File: config.mk
export PLATFORM = sky130hd
export DESIGN_NAME = cte_event_control
export DESIGN_NICKNAME = d
export VERILOG_FILES = /design/src/verilog/cte_pkg.sv /design/src/verilog/cte_input_cond.sv /design/src/verilog/cte_event_control.sv
export SDC_FILE = /design/constraint.sdc
export NUM_CORES = 1
export LEC_CHECK = 0
export ABC_AREA = 1
export ABC_CLOCK_PERIOD_IN_PS = 4000
export BUFFER_PORTS_ARGS = -buffer_cell sky130_fd_sc_hd__buf_2
export CORE_UTILIZATION = 40
export CTS_BUF_LIST = sky130_fd_sc_hd__clkbuf_4
export DETAILED_ROUTE_END_ITERATION = 7
export MAX_ROUTING_LAYER = met4
export PLACE_DENSITY = 0.69
export SETUP_SLACK_MARGIN = 0.5
export SYNTH_ARGS = -nofsm -noshare
export SYNTH_HDL_FRONTEND = slang
export SYNTH_HIERARCHICAL = 1
export SYNTH_SLANG_ARGS = --single-unit
File: constraint.sdc
create_clock -name clk -period 4 [get_ports clk]
set_clock_uncertainty 0.15 [all_clocks]
set_input_delay 0.2 -clock clk [delete_from_list [all_inputs] [get_ports clk]]
set_output_delay 0.2 -clock clk [all_outputs]
set_load 0.02 [all_outputs]
File: src/verilog/cte_pkg.sv
// Package for the timer event-control block: register map, field layout,
// reset values and action encodings.
// Assumes a 32-bit APB slave with one register per aligned word.
package cte_pkg;

  // Register byte offsets
  localparam logic [7:0] CTE_OFS_CTRL = 8'h00;
  localparam logic [7:0] CTE_OFS_EVCTL = 8'h20;
  localparam logic [7:0] CTE_OFS_STATUS = 8'h30;
  localparam logic [7:0] CTE_OFS_MASK = 8'h34;

  // Reset values
  localparam logic [31:0] CTE_EVCTL_RESET = 32'h0000_0000;
  localparam logic [31:0] CTE_CTRL_RESET = 32'h0000_0000;
  localparam logic [8:0] CTE_IRQ_RESET = 9'h000;

  // Writable bits of the event routing control register
  localparam logic [31:0] CTE_EVCTL_MASK = 32'h0F0F_F7FF;

  // Field positions in the event routing control register
  localparam int CTE_CH_OUT_LSB = 24;
  localparam int CTE_CH_IN_LSB = 16;
  localparam int CTE_IN_EN_LSB = 14;
  localparam int CTE_IN_INV_LSB = 12;
  localparam int CTE_CYCLE_EO_BIT = 10;
  localparam int CTE_RETRIG_EO_BIT = 9;
  localparam int CTE_WRAP_EO_BIT = 8;
  localparam int CTE_CYCLE_SEL_LSB = 6;
  localparam int CTE_ACT1_LSB = 3;
  localparam int CTE_ACT0_LSB = 0;

  // Control register field
  localparam int CTE_CTRL_ENABLE_BIT = 0;

  // Interrupt status and mask layout
  localparam int CTE_IRQ_WRAP_BIT = 0;
  localparam int CTE_IRQ_RETRIG_BIT = 1;
  localparam int CTE_IRQ_CYCLE_BIT = 2;
  localparam int CTE_IRQ_FAULT_BIT = 3;
  localparam int CTE_IRQ_CH_LSB = 4;
  localparam int CTE_IRQ_WIDTH = 9;

  // Channel and input counts
  localparam int CTE_NUM_CH = 4;
  localparam int CTE_NUM_IN = 2;

  // Counter-cycle position select
  typedef enum logic [1:0] {
    CTE_CYC_BEGIN = 2'h0,
    CTE_CYC_END = 2'h1,
    CTE_CYC_BETWEEN = 2'h2,
    CTE_CYC_BOUNDARY = 2'h3
  } cte_cycle_sel_type;

  // Input actions, shared codes and per-input meanings
  localparam logic [2:0] CTE_ACT_OFF = 3'h0;
  localparam logic [2:0] CTE_ACT_RETRIG = 3'h1;
  localparam logic [2:0] CTE_ACT_A_EACH = 3'h2;
  localparam logic [2:0] CTE_ACT_A_START = 3'h3;
  localparam logic [2:0] CTE_ACT_A_INC = 3'h4;
  localparam logic [2:0] CTE_ACT_A_COUNT = 3'h5;
  localparam logic [2:0] CTE_ACT_B_DIR = 3'h2;
  localparam logic [2:0] CTE_ACT_B_STOP = 3'h3;
  localparam logic [2:0] CTE_ACT_B_DEC = 3'h4;
  localparam logic [2:0] CTE_ACT_B_PER_WID = 3'h5;
  localparam logic [2:0] CTE_ACT_B_WID_PER = 3'h6;
  localparam logic [2:0] CTE_ACT_FAULT = 3'h7;

endpackage

File: src/verilog/cte_input_cond.sv
// One timer event input: enable gate, polarity invert and edge detection.
// Assumes the event line is driven by logic on the same clock.
`timescale 1ns/1ps
module cte_input_cond
  import cte_pkg::*;
(
  input wire logic clk,
  input wire logic rst_n,
  input wire logic event_in,
  input wire logic enable,
  input wire logic invert,
  output logic level,
  output logic rise,
  output logic fall
);

  logic prev_reg;

  // Polarity applied before any use, then gated by the enable
  assign level = enable & (event_in ^ invert);

  // Previous level for edge detection
  always_ff @(posedge clk or negedge rst_n)
  begin
    if (!rst_n)
      prev_reg <= 1'b0;
    else
      prev_reg <= level;
  end

  // Edges only while enabled, so a disabled input yields nothing
  assign rise = level & ~prev_reg;
  assign fall = enable & ~level & prev_reg;

endmodule

File: src/verilog/cte_event_control.sv
// Event control of a control timer: routes counter events out, gates
// event inputs in and decodes input actions for the counter core.
// Assumes an APB master on clk and a counter core on the same clock
// supplying one-cycle condition pulses.
`timescale 1ns/1ps
module cte_event_control
  import cte_pkg::*;
(
  input wire logic clk,
  input wire logic rst_n,
  input wire logic psel,
  input wire logic penable,
  input wire logic pwrite,
  input wire logic [7:0] paddr,
  input wire logic [31:0] pwdata,
  output logic [31:0] prdata,
  output logic pready,
  output logic pslverr,
  input wire logic peripheral_write_guard,
  input wire logic [3:0] channel_match,
  input wire logic [3:0] channel_event_in,
  input wire logic cycle_begin,
  input wire logic cycle_first,
  input wire logic cycle_end,
  input wire logic counter_retrig,
  input wire logic counter_wrap,
  input wire logic timer_event_input_a,
  input wire logic timer_event_input_b,
  output logic [3:0] channel_event_out,
  output logic cycle_event_out,
  output logic retrig_event_out,
  output logic wrap_event_out,
  output logic [3:0] capture_request,
  output logic timer_enable,
  output logic act_retrigger,
  output logic act_start,
  output logic act_stop,
  output logic act_count,
  output logic act_increment,
  output logic act_decrement,
  output logic count_gate,
  output logic dir_down,
  output logic fault_nonrec,
  output logic irq
);

  logic [31:0] evctl_reg;
  logic [31:0] ctrl_reg;
  logic [8:0] status_reg;
  logic [8:0] status_next;
  logic [8:0] mask_reg;
  logic [8:0] mask_next;
  logic [31:0] prdata_reg;
  logic ready_reg;
  logic err_reg;
  logic access;
  logic commit;
  logic hit_ctrl;
  logic hit_evctl;
  logic hit_status;
  logic hit_mask;
  logic mapped;
  logic [31:0] read_value;
  logic [8:0] irq_events;

  // Fields of the event routing control register
  logic [3:0] channel_event_out_enable;
  logic [3:0] channel_event_in_enable;
  logic [1:0] timer_input_enable;
  logic [1:0] timer_input_invert;
  logic cycle_event_out_enable;
  logic retrig_event_out_enable;
  logic wrap_event_out_enable;
  cte_cycle_sel_type cycle_position_select;
  logic [2:0] input1_action;
  logic [2:0] input0_action;

  // Conditioned timer inputs
  logic [1:0] raw_in;
  logic [1:0] in_level;
  logic [1:0] in_rise;
  logic [1:0] in_fall;
  logic cycle_hit;
  logic a_rise;
  logic b_rise;
  logic b_fall;
  logic [3:0] meas_capture;

  // Field extraction; bits outside the writable mask never reach these,
  // so reserved positions always read back as zero
  assign channel_event_out_enable = evctl_reg[CTE_CH_OUT_LSB +: 4];
  assign channel_event_in_enable = evctl_reg[CTE_CH_IN_LSB +: 4];
  assign timer_input_enable = evctl_reg[CTE_IN_EN_LSB +: 2];
  assign timer_input_invert = evctl_reg[CTE_IN_INV_LSB +: 2];
  assign cycle_event_out_enable = evctl_reg[CTE_CYCLE_EO_BIT];
  assign retrig_event_out_enable = evctl_reg[CTE_RETRIG_EO_BIT];
  assign wrap_event_out_enable = evctl_reg[CTE_WRAP_EO_BIT];
  assign cycle_position_select = cte_cycle_sel_type'(evctl_reg[CTE_CYCLE_SEL_LSB +: 2]);
  assign input1_action = evctl_reg[CTE_ACT1_LSB +: 3];
  assign input0_action = evctl_reg[CTE_ACT0_LSB +: 3];
  assign timer_enable = ctrl_reg[CTE_CTRL_ENABLE_BIT];

  // APB address decode
  assign hit_ctrl = (paddr == CTE_OFS_CTRL);
  assign hit_evctl = (paddr == CTE_OFS_EVCTL);
  assign hit_status = (paddr == CTE_OFS_STATUS);
  assign hit_mask = (paddr == CTE_OFS_MASK);
  assign mapped = hit_ctrl | hit_evctl | hit_status | hit_mask;

  // Access phase waits one cycle; commit is the edge with pready high
  assign access = psel & penable;
  assign commit = access & ready_reg;
  assign pready = ready_reg;
  assign pslverr = ready_reg & err_reg;
  assign prdata = prdata_reg;

  // Read multiplexer, reserved bits read as zero
  always_comb
  begin
    read_value = 32'h0000_0000;
    if (hit_ctrl)
      read_value = ctrl_reg;
    else if (hit_evctl)
      read_value = evctl_reg;
    else if (hit_status)
      read_value = {23'h000000, status_reg};
    else if (hit_mask)
      read_value = {23'h000000, mask_reg};
  end

  // Wait state and registered read data; read data is captured in the
  // first access cycle, so it holds still while pready stands
  always_ff @(posedge clk or negedge rst_n)
  begin
    if (!rst_n)
    begin
      ready_reg <= 1'b0;
      err_reg <= 1'b0;
      prdata_reg <= 32'h0000_0000;
    end
    else if (access && !ready_reg)
    begin
      ready_reg <= 1'b1;
      err_reg <= ~mapped;
      prdata_reg <= pwrite ? 32'h0000_0000 : read_value;
    end
    else
    begin
      ready_reg <= 1'b0;
      err_reg <= 1'b0;
    end
  end

  // Control register holds the timer enable
  always_ff @(posedge clk or negedge rst_n)
  begin
    if (!rst_n)
      ctrl_reg <= CTE_CTRL_RESET;
    else if (commit && pwrite && hit_ctrl)
      ctrl_reg <= {31'h00000000, pwdata[CTE_CTRL_ENABLE_BIT]};
  end

  // Event control only changes with timer off and no write guard;
  // a refused write is silent and answers without an error
  always_ff @(posedge clk or negedge rst_n)
  begin
    if (!rst_n)
      evctl_reg <= CTE_EVCTL_RESET;
    else if (commit && pwrite && hit_evctl && !timer_enable && !peripheral_write_guard)
      evctl_reg <= pwdata & CTE_EVCTL_MASK;
  end

  // Mask next value, shared by the mask and the interrupt output
  always_comb
  begin
    mask_next = mask_reg;
    if (commit && pwrite && hit_mask)
      mask_next = pwdata[CTE_IRQ_WIDTH-1:0];
  end

  // Interrupt mask
  always_ff @(posedge clk or negedge rst_n)
  begin
    if (!rst_n)
      mask_reg <= CTE_IRQ_RESET;
    else
      mask_reg <= mask_next;
  end

  // Both timer inputs packed into one vector, one conditioner instance each
  assign raw_in = {timer_event_input_b, timer_event_input_a};

  // One conditioner per timer input, index 0 is input a
  genvar gi;
  generate
    for (gi = 0; gi < CTE_NUM_IN; gi = gi + 1)
    begin : g_in
      cte_input_cond u_cond (
        .clk(clk),
        .rst_n(rst_n),
        .event_in(raw_in[gi]),
        .enable(timer_input_enable[gi]),
        .invert(timer_input_invert[gi]),
        .level(in_level[gi]),
        .rise(in_rise[gi]),
        .fall(in_fall[gi])
      );
    end
  endgenerate

  // Edge taps for the action decoders
  assign a_rise = in_rise[0];
  assign b_rise = in_rise[1];
  assign b_fall = in_fall[1];

  // Channel events out and gated capture events in
  assign channel_event_out = channel_match & channel_event_out_enable;

  // Period and width measurement on input b
  always_comb
  begin
    meas_capture = 4'h0;
    if (input1_action == CTE_ACT_B_PER_WID)
    begin
      meas_capture[0] = b_rise;
      meas_capture[1] = b_fall;
    end
    else if (input1_action == CTE_ACT_B_WID_PER)
    begin
      meas_capture[1] = b_rise;
      meas_capture[0] = b_fall;
    end
  end

  // Enabled incoming events plus measurement captures
  assign capture_request = (channel_event_in & channel_event_in_enable) | meas_capture;

  // Cycle position choice for the counter cycle event
  always_comb
  begin
    case (cycle_position_select)
      CTE_CYC_BEGIN: cycle_hit = cycle_begin;
      CTE_CYC_END: cycle_hit = cycle_end;
      CTE_CYC_BETWEEN: cycle_hit = cycle_begin & ~cycle_first;
      CTE_CYC_BOUNDARY: cycle_hit = (cycle_begin & cycle_first) | cycle_end;
      default: cycle_hit = 1'b0;
    endcase
  end

  // Counter events out, same cycle as their cause
  assign cycle_event_out = cycle_hit & cycle_event_out_enable;
  assign retrig_event_out = counter_retrig & retrig_event_out_enable;
  assign wrap_event_out = counter_wrap & wrap_event_out_enable;

  // Input a actions; code 6 is reserved and decodes to nothing
  always_comb
  begin
    act_count = 1'b0;
    act_increment = 1'b0;
    act_start = 1'b0;
    count_gate = 1'b0;
    case (input0_action)
      CTE_ACT_A_EACH: act_count = a_rise;
      CTE_ACT_A_START: act_start = a_rise;
      CTE_ACT_A_INC: act_increment = a_rise;
      CTE_ACT_A_COUNT: count_gate = in_level[0];
      default: count_gate = 1'b0;
    endcase
  end

  // Input b actions
  always_comb
  begin
    act_stop = 1'b0;
    act_decrement = 1'b0;
    dir_down = 1'b0;
    case (input1_action)
      CTE_ACT_B_DIR: dir_down = in_level[1];
      CTE_ACT_B_STOP: act_stop = b_rise;
      CTE_ACT_B_DEC: act_decrement = b_rise;
      default: dir_down = 1'b0;
    endcase
  end

  // Actions shared by both inputs
  assign act_retrigger = ((input0_action == CTE_ACT_RETRIG) & a_rise) |
                         ((input1_action == CTE_ACT_RETRIG) & b_rise);
  assign fault_nonrec = ((input0_action == CTE_ACT_FAULT) & a_rise) |
                        ((input1_action == CTE_ACT_FAULT) & b_rise);

  // Sticky events; the counter cycle bit follows the position select,
  // the top status bit is spare and stays clear
  assign irq_events = {1'b0,
                       channel_match,
                       fault_nonrec,
                       cycle_hit,
                       counter_retrig,
                       counter_wrap};

  // Read of status clears only the bits it returned; an event landing in
  // the wait state or in the commit cycle stays set for the next read
  always_comb
  begin
    status_next = status_reg;
    if (commit && !pwrite && hit_status)
      status_next = status_reg & ~prdata_reg[CTE_IRQ_WIDTH-1:0];
    status_next = status_next | irq_events;
  end

  // Status register takes its next value every cycle
  always_ff @(posedge clk or negedge rst_n)
  begin
    if (!rst_n)
      status_reg <= CTE_IRQ_RESET;
    else
      status_reg <= status_next;
  end

  // Level interrupt from unmasked status, in step with a mask write
  always_ff @(posedge clk or negedge rst_n)
  begin
    if (!rst_n)
      irq <= 1'b0;
    else
      irq <= |(status_next & mask_next);
  end

endmodule

==> key figures, run 1 <==
Power
  – Sw Pwr: 289 µW
  – Sw Ratio: 23.6%
  – Clk pwr share: 32.9%
  – LEAKAGE: 2.56 nW
  – Cell Pwr Density: 274 mW/mm²
  – Sequential Power Share: 58.2%
  – Pint: 933 µW
  – Maximum VDD drop: 0.141 mV
  – Logic gate share of total power: 8.9%

Floorplan
  – Die H: 95.1 µm
  – Row count: 33
  – Initial Utilization: 41.8%
  – Core area: 0.00830 mm²
  – Die Area: 0.00904 mm²
  – Ports: 117
  – Die Width: 95.1 µm

STA
  – Max Freq: 0.424 GHz
  – Setup WS post-layout: 1.64 ns
  – Hold slack: 0.0208 ns
  – Worst-margin pin slew: 0.953 ns
  – Max_slew headroom: 36.5%
  – Period minus WS final: 2.36 ns
  – Number of hold violations in the final report: 0
  – Setup TNS: 0 ns
  – Final setup fails: 0
  – Final Max Tran Viols: 0
  – RSZ-0062 raised after global routing: false
  – Fin crit share: 59.0%

Clock network
  – Cts bufs inserted: 9
  – Clock Sinks: 70
  – Clock-pin slew on the worst setup and hold paths: 0.11 ns
  – CTS tree: done
  – Clk_lat worst skew: 0.40 ns
  – H-tree depth: 3
  – Deepest clock path buffer count: 2
  – Clock root buffer: clkbuf_4
  – Post_cts resized: 0

GRT
  – Number of global-route vias before repair: 3067
  – Pin count of the biggest net entering global routing: 44
  – Initial antenna violation count: 0
  – First-pass GRT wire length: 14.3 mm
  – GRT overflow: 0
  – All-Layer GR Usage: 21.5%

Yosys
  – Yosys warning count: 6
  – Mapped Cells: 414
  – Mapped Area: 0.00347 mm²
  – Avg Synthesized Cell Area: 8.37 µm²

Worst setup path
  – Critical path capture point type: flop
  – Worst EP arrival: 2.55 ns
  – CP max FO: 22
  – Critical Path Max Stage Delay: 0.53 ns
  – Worst EP required: 4.19 ns
  – Slowest CP cell: dlygate4sd3_1
  – Crit path top cell by count: nand2_1
  – Crit-path cells: dlygate4sd3_1 -> buf_2 -> nand2_1 -> nor2_1 -> inv_1 -> nor3_2 -> buf_4 -> o211ai_1 -> nand2_1
  – Worst setup SP type: input port
  – Crit path kind: in2reg

Route
  – Routed wire length: 8.59 mm
  – First-pass DRT Iterations: 4
  – DR iter-0 viols: 129
  – Vias per cell: 4.73
  – Wire per inst: 13.1 µm
  – Vias: 3098
  – Post-route ant nets: 0
  – DRC: 0

Placement
  – Place WS: 1.67 ns
  – PortBufs: 98
  – Placed cell count: 608
  – Final HPWL DP: 5.94 mm
  – Placer Congestion: 0.783

Flow run
  – Max Cap Viol: 0

Run status
  – Status: finished, final reports clean

Cells and area
  – Final net count: 609
  – Area Overhead vs Synth: 28.7%
  – Layout cell share with drive strength beyond 1: 25.5%
  – Fin cells: 655
  – Diode count: 0

Worst hold path
  – Hold crit path type: in2reg
## layer usage
| layer | GRT usage, % | share of wire (%) | vias to the layer above |
|---|---|---|---|
| met5 | - | 0 | - |
| met4 | 5.81 | 1.1 | 0 |
| met3 | 4.39 | 6.2 | 9 |
| met2 | 35.4 | 48 | 104 |
| met1 | 27.0 | 44 | 1427 |
| li1 | - | - | 1558 |
## timing repair
item | 4_1_cts | 5_1_grt
endpoints found under the hold margin | 84 | 0
hold buffers | 34 | 0
setup buffers | 0 | 0
## power by group through the flow
stage          Sequential, mW  Clock, mW  Combinational [mW]
2_1_floorplan           0.727          0              0.0369
3_3_place_gp            0.725          0              0.0826
3_5_place_dp            0.726          0              0.0841
4_1_cts                 0.712      0.418               0.110
5_1_grt                 0.712      0.445               0.122
6_report                0.712      0.402               0.108
## placed cells by master (no fill, tap or decap), drive strengths merged, types with 8 or more instances in the layout
master,instances
dfrtp,70
clkbuf,9
buf,102
inv,52
nor2,24
nand2,152
o21ai,22
nand3,30
dlygate4sd3,34
mux2,16
conb,9
nor3,8
## area by class of cell
class | instances | area, µm²
fillers | 767 | 3840
well taps | 105 | 131
clock buffers | 9 | 67.6
clock inverters | 4 | 41.3
multi-input cells | 279 | 1410
flip-flops and latches | 70 | 1750
inverters | 52 | 195
repair buffers | 136 | 861
## final timing paths
| path | startpoint | end | slack (ns) | cells past startpoint |
|---|---|---|---|---|
| setup reg to reg | pready | prdata[7] | 1.65 | 6 |
| hold / removal | cycle_end | status_reg[2] | 0.02 | 5 |
| min in group asynchronous | rst_n | evctl_reg[18] | 0.32 | 2 |
| max in group asynchronous | rst_n | prdata[16] | 2.45 | 3 |
| hold reg to reg | prdata[27] | prdata[27] | 0.34 | 2 |
| setup / recovery | psel | prdata[7] | 1.64 | 9 |
## per-stage QoR
| step | power (mW) | utilization (%) | instance area (µm²) |
|---|---|---|---|
| 2_1_floorplan | 0.764 | - | 3500 |
| 3_3_place_gp | 0.808 | 48.3 | 4010 |
| 3_5_place_dp | 0.810 | 48.3 | 4010 |
| 4_1_cts | 1.24 | 53.8 | 4460 |
| 5_1_grt | 1.28 | 53.8 | 4460 |
| 6_report | 1.22 | 53.8 | 4460 |
## critical path: cells and delay by family
kind | cells | cell delay, ns
buffers and inverters | 4 | 1.46
and+or+nand+nor | 4 | 0.74
AOI/OAI and AO/OA | 1 | 0.14
Power figures use the tool's default switching activity.
==> inputs of run 2 (changes only) <==
ABC_CLOCK_PERIOD_IN_PS = 2000   (was 4000)
PLACE_DENSITY = 0.71   (was 0.69)
clock period = 2 ns   (was 4 ns; I/O delays follow)
==> run 2 against run 1 <==
The flow now finishes with violations (negative hold slack). Design area rose by 21%. Via count rose by 13%. Sequential power rose by 99%. Core utilization rose by 11 points. Die area did not move. Wire length rose by 27%. First-iteration DRC count rose by 40%. Count of clock-buffer cells in the layout rose by 2. Sequential share of layout area fell by 6.8 points. Combinational power rose to 2.8 times the previous value. Global-route usage rose by 3.6 points. Largest cell class is now multi-input combinational cells. Largest power group unchanged.
==> key figures, run 2 (synthesis gave the netlist of run 1 again) <==
Worst setup path
  – Worst setup SP type: flop
  – Worst R2R Path Depth: 6
  – Worst EP arrival: 1.72 ns
  – Critical path capture point type: primary output
  – Crit path kind: reg2out
  – CP max FO: 4
  – Setup slack, reg-to-reg: 0.28 ns
  – Worst EP required: 1.75 ns

Worst hold path
  – Number of stages on the worst hold path: 4
  – Hold crit path type: in2reg

Clock network
  – Clk_lat worst skew: 0.41 ns
  – CTS tree: done
  – Cts bufs inserted: 9
  – Clock-pin slew on the worst setup and hold paths: 0.11 ns
  – Clock root buffer: clkbuf_4
  – Deepest clock path buffer count: 2
  – Clock Sinks: 70
  – Hold Buf Count CTS: 38
  – H-tree depth: 3

Placement
  – Placer Congestion: 0.843
  – Final HPWL DP: 6.21 mm
  – PortBufs: 98
  – DP Area: 0.00413 mm²

Flow run
  – Max Cap Viol: 0

GRT
  – GR Util met2: 40.5%
  – Grt met1 use: 32.5%
  – GR peak layer: met2
  – Pin count of the biggest net entering global routing: 32
  – Met3 Usage GRT: 4.23%
  – Initial antenna violation count: 0
  – GRT overflow: 0
  – Number of global-route vias before repair: 3339
  – All-Layer GR Usage: 25.1%
  – First-pass GRT wire length: 16.4 mm

Cells and area
  – # fillers: 654
  – Layout cell share with drive strength beyond 1: 43.3%
  – Diode count: 0
  – Multi-input gate area: 0.00178 mm²
  – Area Overhead vs Synth: 56.1%
  – Cell area after layout: 0.00541 mm²
  – Final net count: 650
  – Commonest non-fill, non-tap cells in the layout: nand2_1, buf_2, dfrtp_1
  – Sequential cell area: 0.00176 mm²
  – Commonest non-fill, non-tap cell in the layout: nand2_1

Run status
  – Failing checks: negative hold slack
  – Status: complete, but fails checks

STA
  – RSZ-0062 raised after global routing: true
  – Fin crit share: 98.6%
  – Hold slack: -0.0855 ns
  – Setup TNS: 0 ns
  – Period minus WS final: 1.97 ns
  – Max_slew headroom: 64.2%
  – Final Max Tran Viols: 0
  – Number of hold violations in the final report: 1
  – Max Freq: 0.507 GHz
  – Final setup fails: 0
  – Worst-margin pin slew: 0.536 ns

Route
  – Vias: 3495
  – DR iter-0 viols: 180
  – Vias per cell: 5.00
  – Routed wire length: 10.9 mm
  – First-pass DRT Iterations: 5
  – Wire per inst: 15.6 µm
  – Post-route ant nets: 0
  – DRC: 0

Floorplan
  – Ports: 117
  – Die Area: 0.00904 mm²
  – Die Width: 95.1 µm
  – Initial Utilization: 41.8%
  – Row count: 33
  – Die H: 95.1 µm
  – Core area: 0.00830 mm²

Power
  – Cell Pwr Density: 464 mW/mm²
  – Maximum VDD drop: 0.365 mV
  – LEAKAGE: 2.90 nW
[run 2: changes by cell type in the layout (fill, tap and decap cells not counted), sizes merged]
cell,delta
dlymetal6s4s,+1
dlygate4sd3,+3
clkbuf,+4
clkinvlp,+1
bufinv,-1
bufbuf,+1
clkinv,+1
buf,+34
[run 2: power by group]
group	total, mW	switching, mW	internal [mW]
Clock	0.777	0.503	0.274
Sequential	1.42	0.00425	1.42
Combinational	0.307	0.156	0.151
[run 2: worst max-delay path: stages (launching register included)]
cell,delay (ns)
dfrtp_1,0.43
inv_1,0.07
nand2_2,0.09
nand3_4,0.08
nor2_4,0.12
inv_2,0.05
o32ai_2,0.29
buf_4,0.19
[run 2: final cells by class]
cell class | count | area share, %
Clock inverter | 5 | 0.486
Multi-Input combinational cell | 279 | 32.8
Tap cell | 105 | 2.43
Clock buffer | 11 | 1.53
Timing Repair Buffer | 177 | 26.6
Inverter | 52 | 3.75
Sequential cell | 70 | 32.4
[run 2: path summary, 6_finish.rpt]
check                                    start                 endpoint
hold / removal             timer_event_input_b  g_in[1].u_cond/prev_reg
min in group asynchronous                rst_n              mask_reg[5]
max in group asynchronous                rst_n            evctl_reg[16]
hold reg to reg                      prdata[9]                prdata[9]
setup / recovery                 evctl_reg[13]            act_retrigger
setup reg to reg                        pready            evctl_reg[14]
[run 2: per-stage QoR]
| stage | worst slack (ns) | hold WS [ns] | total power [mW] | cells | util [%] |
|---|---|---|---|---|---|
| after floorplan | 0.443 | -0.346 | 1.53 | 422 | - |
| after global placement | 0.277 | -0.124 | 1.63 | 617 | 49.7 |
| after detailed placement | 0.256 | -0.121 | 1.63 | 617 | 49.7 |
| after CTS | 0.0820 | -0.152 | 2.49 | 691 | 59.9 |
| after global routing | -0.0342 | -0.0889 | 2.60 | 699 | 65.2 |
| final | 0.0287 | -0.0855 | 2.51 | 699 | 65.2 |
[run 2: layer usage]
metal / up-vias / routed length, µm
met4: 0 / 183
met1: 1661 / 4620
li1: 1642 / -
met5: - / 0
met2: 173 / 5430
met3: 19 / 660
[run 2: what timing repair did]
item | CTS | global route
cloned | 5 | 2
gates resized for setup | 48 | 103
setup buffers | 15 | 6
hold endpoints to repair | 116 | 1
endpoints found under the setup margin | 49 | 55
pin swaps | 9 | 40
==> inputs of run 3 (changes only) <==
CORE_ASPECT_RATIO = 0.6   (was unset)
==> run 3 against run 2 <==
The run still ends with negative hold slack left. Power rose by 4.4%. Critical path depth rose by 1. Setup slack improved by 0.023 ns. Sequential power barely moved. Sequential cell count did not move. Via count rose by 3.0%. Count of clock-buffer cells in the layout did not move. Core utilization rose by 3.5 points. Critical endpoint is now fault_nonrec. Largest cell class unchanged. Largest power group unchanged. Highest routed layer unchanged.
==> key figures, run 3 (synthesis gave the netlist of run 1 again) <==
Route
  – Vias: 3599
  – First-pass DRT Iterations: 5
  – Vias per cell: 5.05
  – DR iter-0 viols: 258
  – DRC: 0
  – Routed wire length: 11.9 mm
  – Post-route ant nets: 0
  – Wire per inst: 16.7 µm

Placement
  – Place WS: -0.0656 ns
  – Final HPWL DP: 6.93 mm
  – Placer Congestion: 0.853
  – PortBufs: 98
  – DP Area: 0.00413 mm²

Cells and area
  – Final net count: 659
  – Sequential cell area: 0.00175 mm²
  – # fillers: 607
  – Area Overhead vs Synth: 61.2%
  – Post-layout util: 68.7%
  – Commonest non-fill, non-tap cells in the layout: nand2_1, buf_2, dfrtp_1
  – Cell area after layout: 0.00559 mm²
  – Commonest non-fill, non-tap cell in the layout: nand2_1
  – Layout cell share with drive strength beyond 1: 45.6%
  – Multi-input gate area: 0.00189 mm²

Floorplan
  – Ports: 117
  – Row count: 25
  – Initial Utilization: 42.6%
  – Die H: 74.1 µm
  – Die Width: 122 µm
  – Core area: 0.00813 mm²
  – Die Area: 0.00905 mm²

STA
  – Max Freq: 0.513 GHz
  – Period minus WS final: 1.95 ns
  – RSZ-0062 raised after global routing: true
  – Fin crit share: 97.4%
  – Setup WS post-layout: 0.0516 ns
  – Final Max Tran Viols: 0
  – Max_slew headroom: 62.0%
  – Setup TNS: 0 ns
  – Hold slack: -0.0627 ns
  – Final setup fails: 0
  – Number of hold violations in the final report: 1
  – Worst-margin pin slew: 0.568 ns

Run status
  – Status: complete, but fails checks
  – Failing checks: negative hold slack

Clock network
  – CTS tree: done
  – Clk_lat worst skew: 0.44 ns
  – Hold Buf Count CTS: 42
  – Clock-pin slew on the worst setup and hold paths: 0.12 ns
  – Deepest clock path buffer count: 2
  – H-tree depth: 3
  – Clock Sinks: 70
  – Clock root buffer: clkbuf_4
  – Cts bufs inserted: 9

Worst setup path
  – R2R Path End: evctl_reg[19]
  – Worst R2R Start: pready
  – Crit path kind: reg2out
  – Worst EP required: 1.75 ns
  – Worst R2R Path Depth: 6
  – Critical path capture point type: primary output
  – Crit-path cells: nand2_2 -> nand3_4 -> nor2_4 -> nand2_4 -> inv_2 -> a31oi_4 -> inv_2 -> buf_6
  – Worst EP arrival: 1.70 ns
  – Slowest CP cell: dfrtp_1
  – Buf+Inv Stages, Crit Path: 3
  – Crit path top cell by count: inv_2
  – Critical Path Max Stage Delay: 0.43 ns
  – CP max FO: 4
  – CP top delay family: simple AND/OR/NAND/NOR gates
  – Setup slack, reg-to-reg: 0.15 ns
  – Worst setup SP type: flop

Power
  – Cell Pwr Density: 469 mW/mm²
  – Maximum VDD drop: 0.268 mV
  – Sw Ratio: 25.3%
  – LEAKAGE: 3.02 nW
  – Logic gate share of total power: 11.3%
  – Sequential Power Share: 54.4%
  – Clk pwr share: 34.3%
  – Sw Pwr: 662 µW
  – Pint: 1.96 mW

GRT
  – Number of global-route vias before repair: 3376
  – First-pass GRT wire length: 17.0 mm
  – GRT overflow: 0
  – Initial antenna violation count: 0
  – Pin count of the biggest net entering global routing: 42
  – All-Layer GR Usage: 26.3%

Worst hold path
  – Number of stages on the worst hold path: 5
  – Hold Startpoint: timer_event_input_a
  – Hold crit path type: in2reg
  – Hold path endpoint: g_in[0].u_cond/prev_reg

Flow run
  – Max Cap Viol: 0
-- run 3: cell count changes in the layout (fill, tap and decap cells not counted), sizes merged --
cell,before,now
buf,136,145
dlygate4sd3,37,40
clkbuf,13,11
bufbuf,1,0
bufinv,0,1
clkinvlp,1,0
diode,0,1
dlymetal6s4s,1,0
nand2,152,153
-- run 3: stage by stage --
stage	std cells	total power, mW
after floorplan	422	1.53
after global placement	622	1.63
after detailed placement	622	1.64
after CTS	704	2.61
after global routing	711	2.73
final	712	2.62
-- run 3: routing by layer --
layer,wire length (µm),track usage (%)
met1,5310,34.1
met2,5660,41.9
met3,737,7.59
met4,159,4.20
met5,0,-
-- run 3: worst min-delay path: stages --
cell     delay [ns]
buf_2          0.10
nand2_1        0.06
nand3_2        0.11
buf_6          0.10
inv_2          0.03
-- run 3: repair_timing --
| action | in CTS | in global routing |
|---|---|---|
| gates cloned | 2 | 2 |
| setup buffers | 22 | 7 |
| resized for setup | 61 | 115 |
| pin swaps | 15 | 35 |
| hold endpoints to repair | 121 | 2 |
| setup endpoints to repair | 57 | 82 |
-- run 3: power by group through the flow --
stage | clock network [mW] | logic [mW] | registers, mW
finish | 0.899 | 0.296 | 1.42
global route | 0.990 | 0.319 | 1.43
CTS | 0.921 | 0.268 | 1.42
detailed placement | 0 | 0.185 | 1.45
global placement | 0 | 0.181 | 1.45
floorplan | 0 | 0.0757 | 1.45
-- run 3: worst max-delay path by stage --
| stage | startpoint | end | slack, ns | cells after the start |
|---|---|---|---|---|
| global route | evctl_reg[15] | capture_request[1] | -0.06 | 5 |
| global placement | pready | prdata[26] | -0.001 | 6 |
| CTS | evctl_reg[13] | capture_request[0] | 0.04 | 7 |
| detailed placement | pready | prdata[5] | -0.07 | 6 |
| floorplan | pready | irq | 0.44 | 10 |
| finish | evctl_reg[13] | fault_nonrec | 0.05 | 8 |
-- run 3: cell type report --
| class | count | area share [%] |
|---|---|---|
| diodes | 1 | 0.0448 |
| clock buffers | 11 | 1.48 |
| clock inverters | 5 | 0.896 |
| inverters | 52 | 3.63 |
| multi-input cells | 280 | 33.8 |
| flip-flops and latches | 70 | 31.4 |
| well taps | 108 | 2.42 |
| repair buffers | 185 | 26.3 |
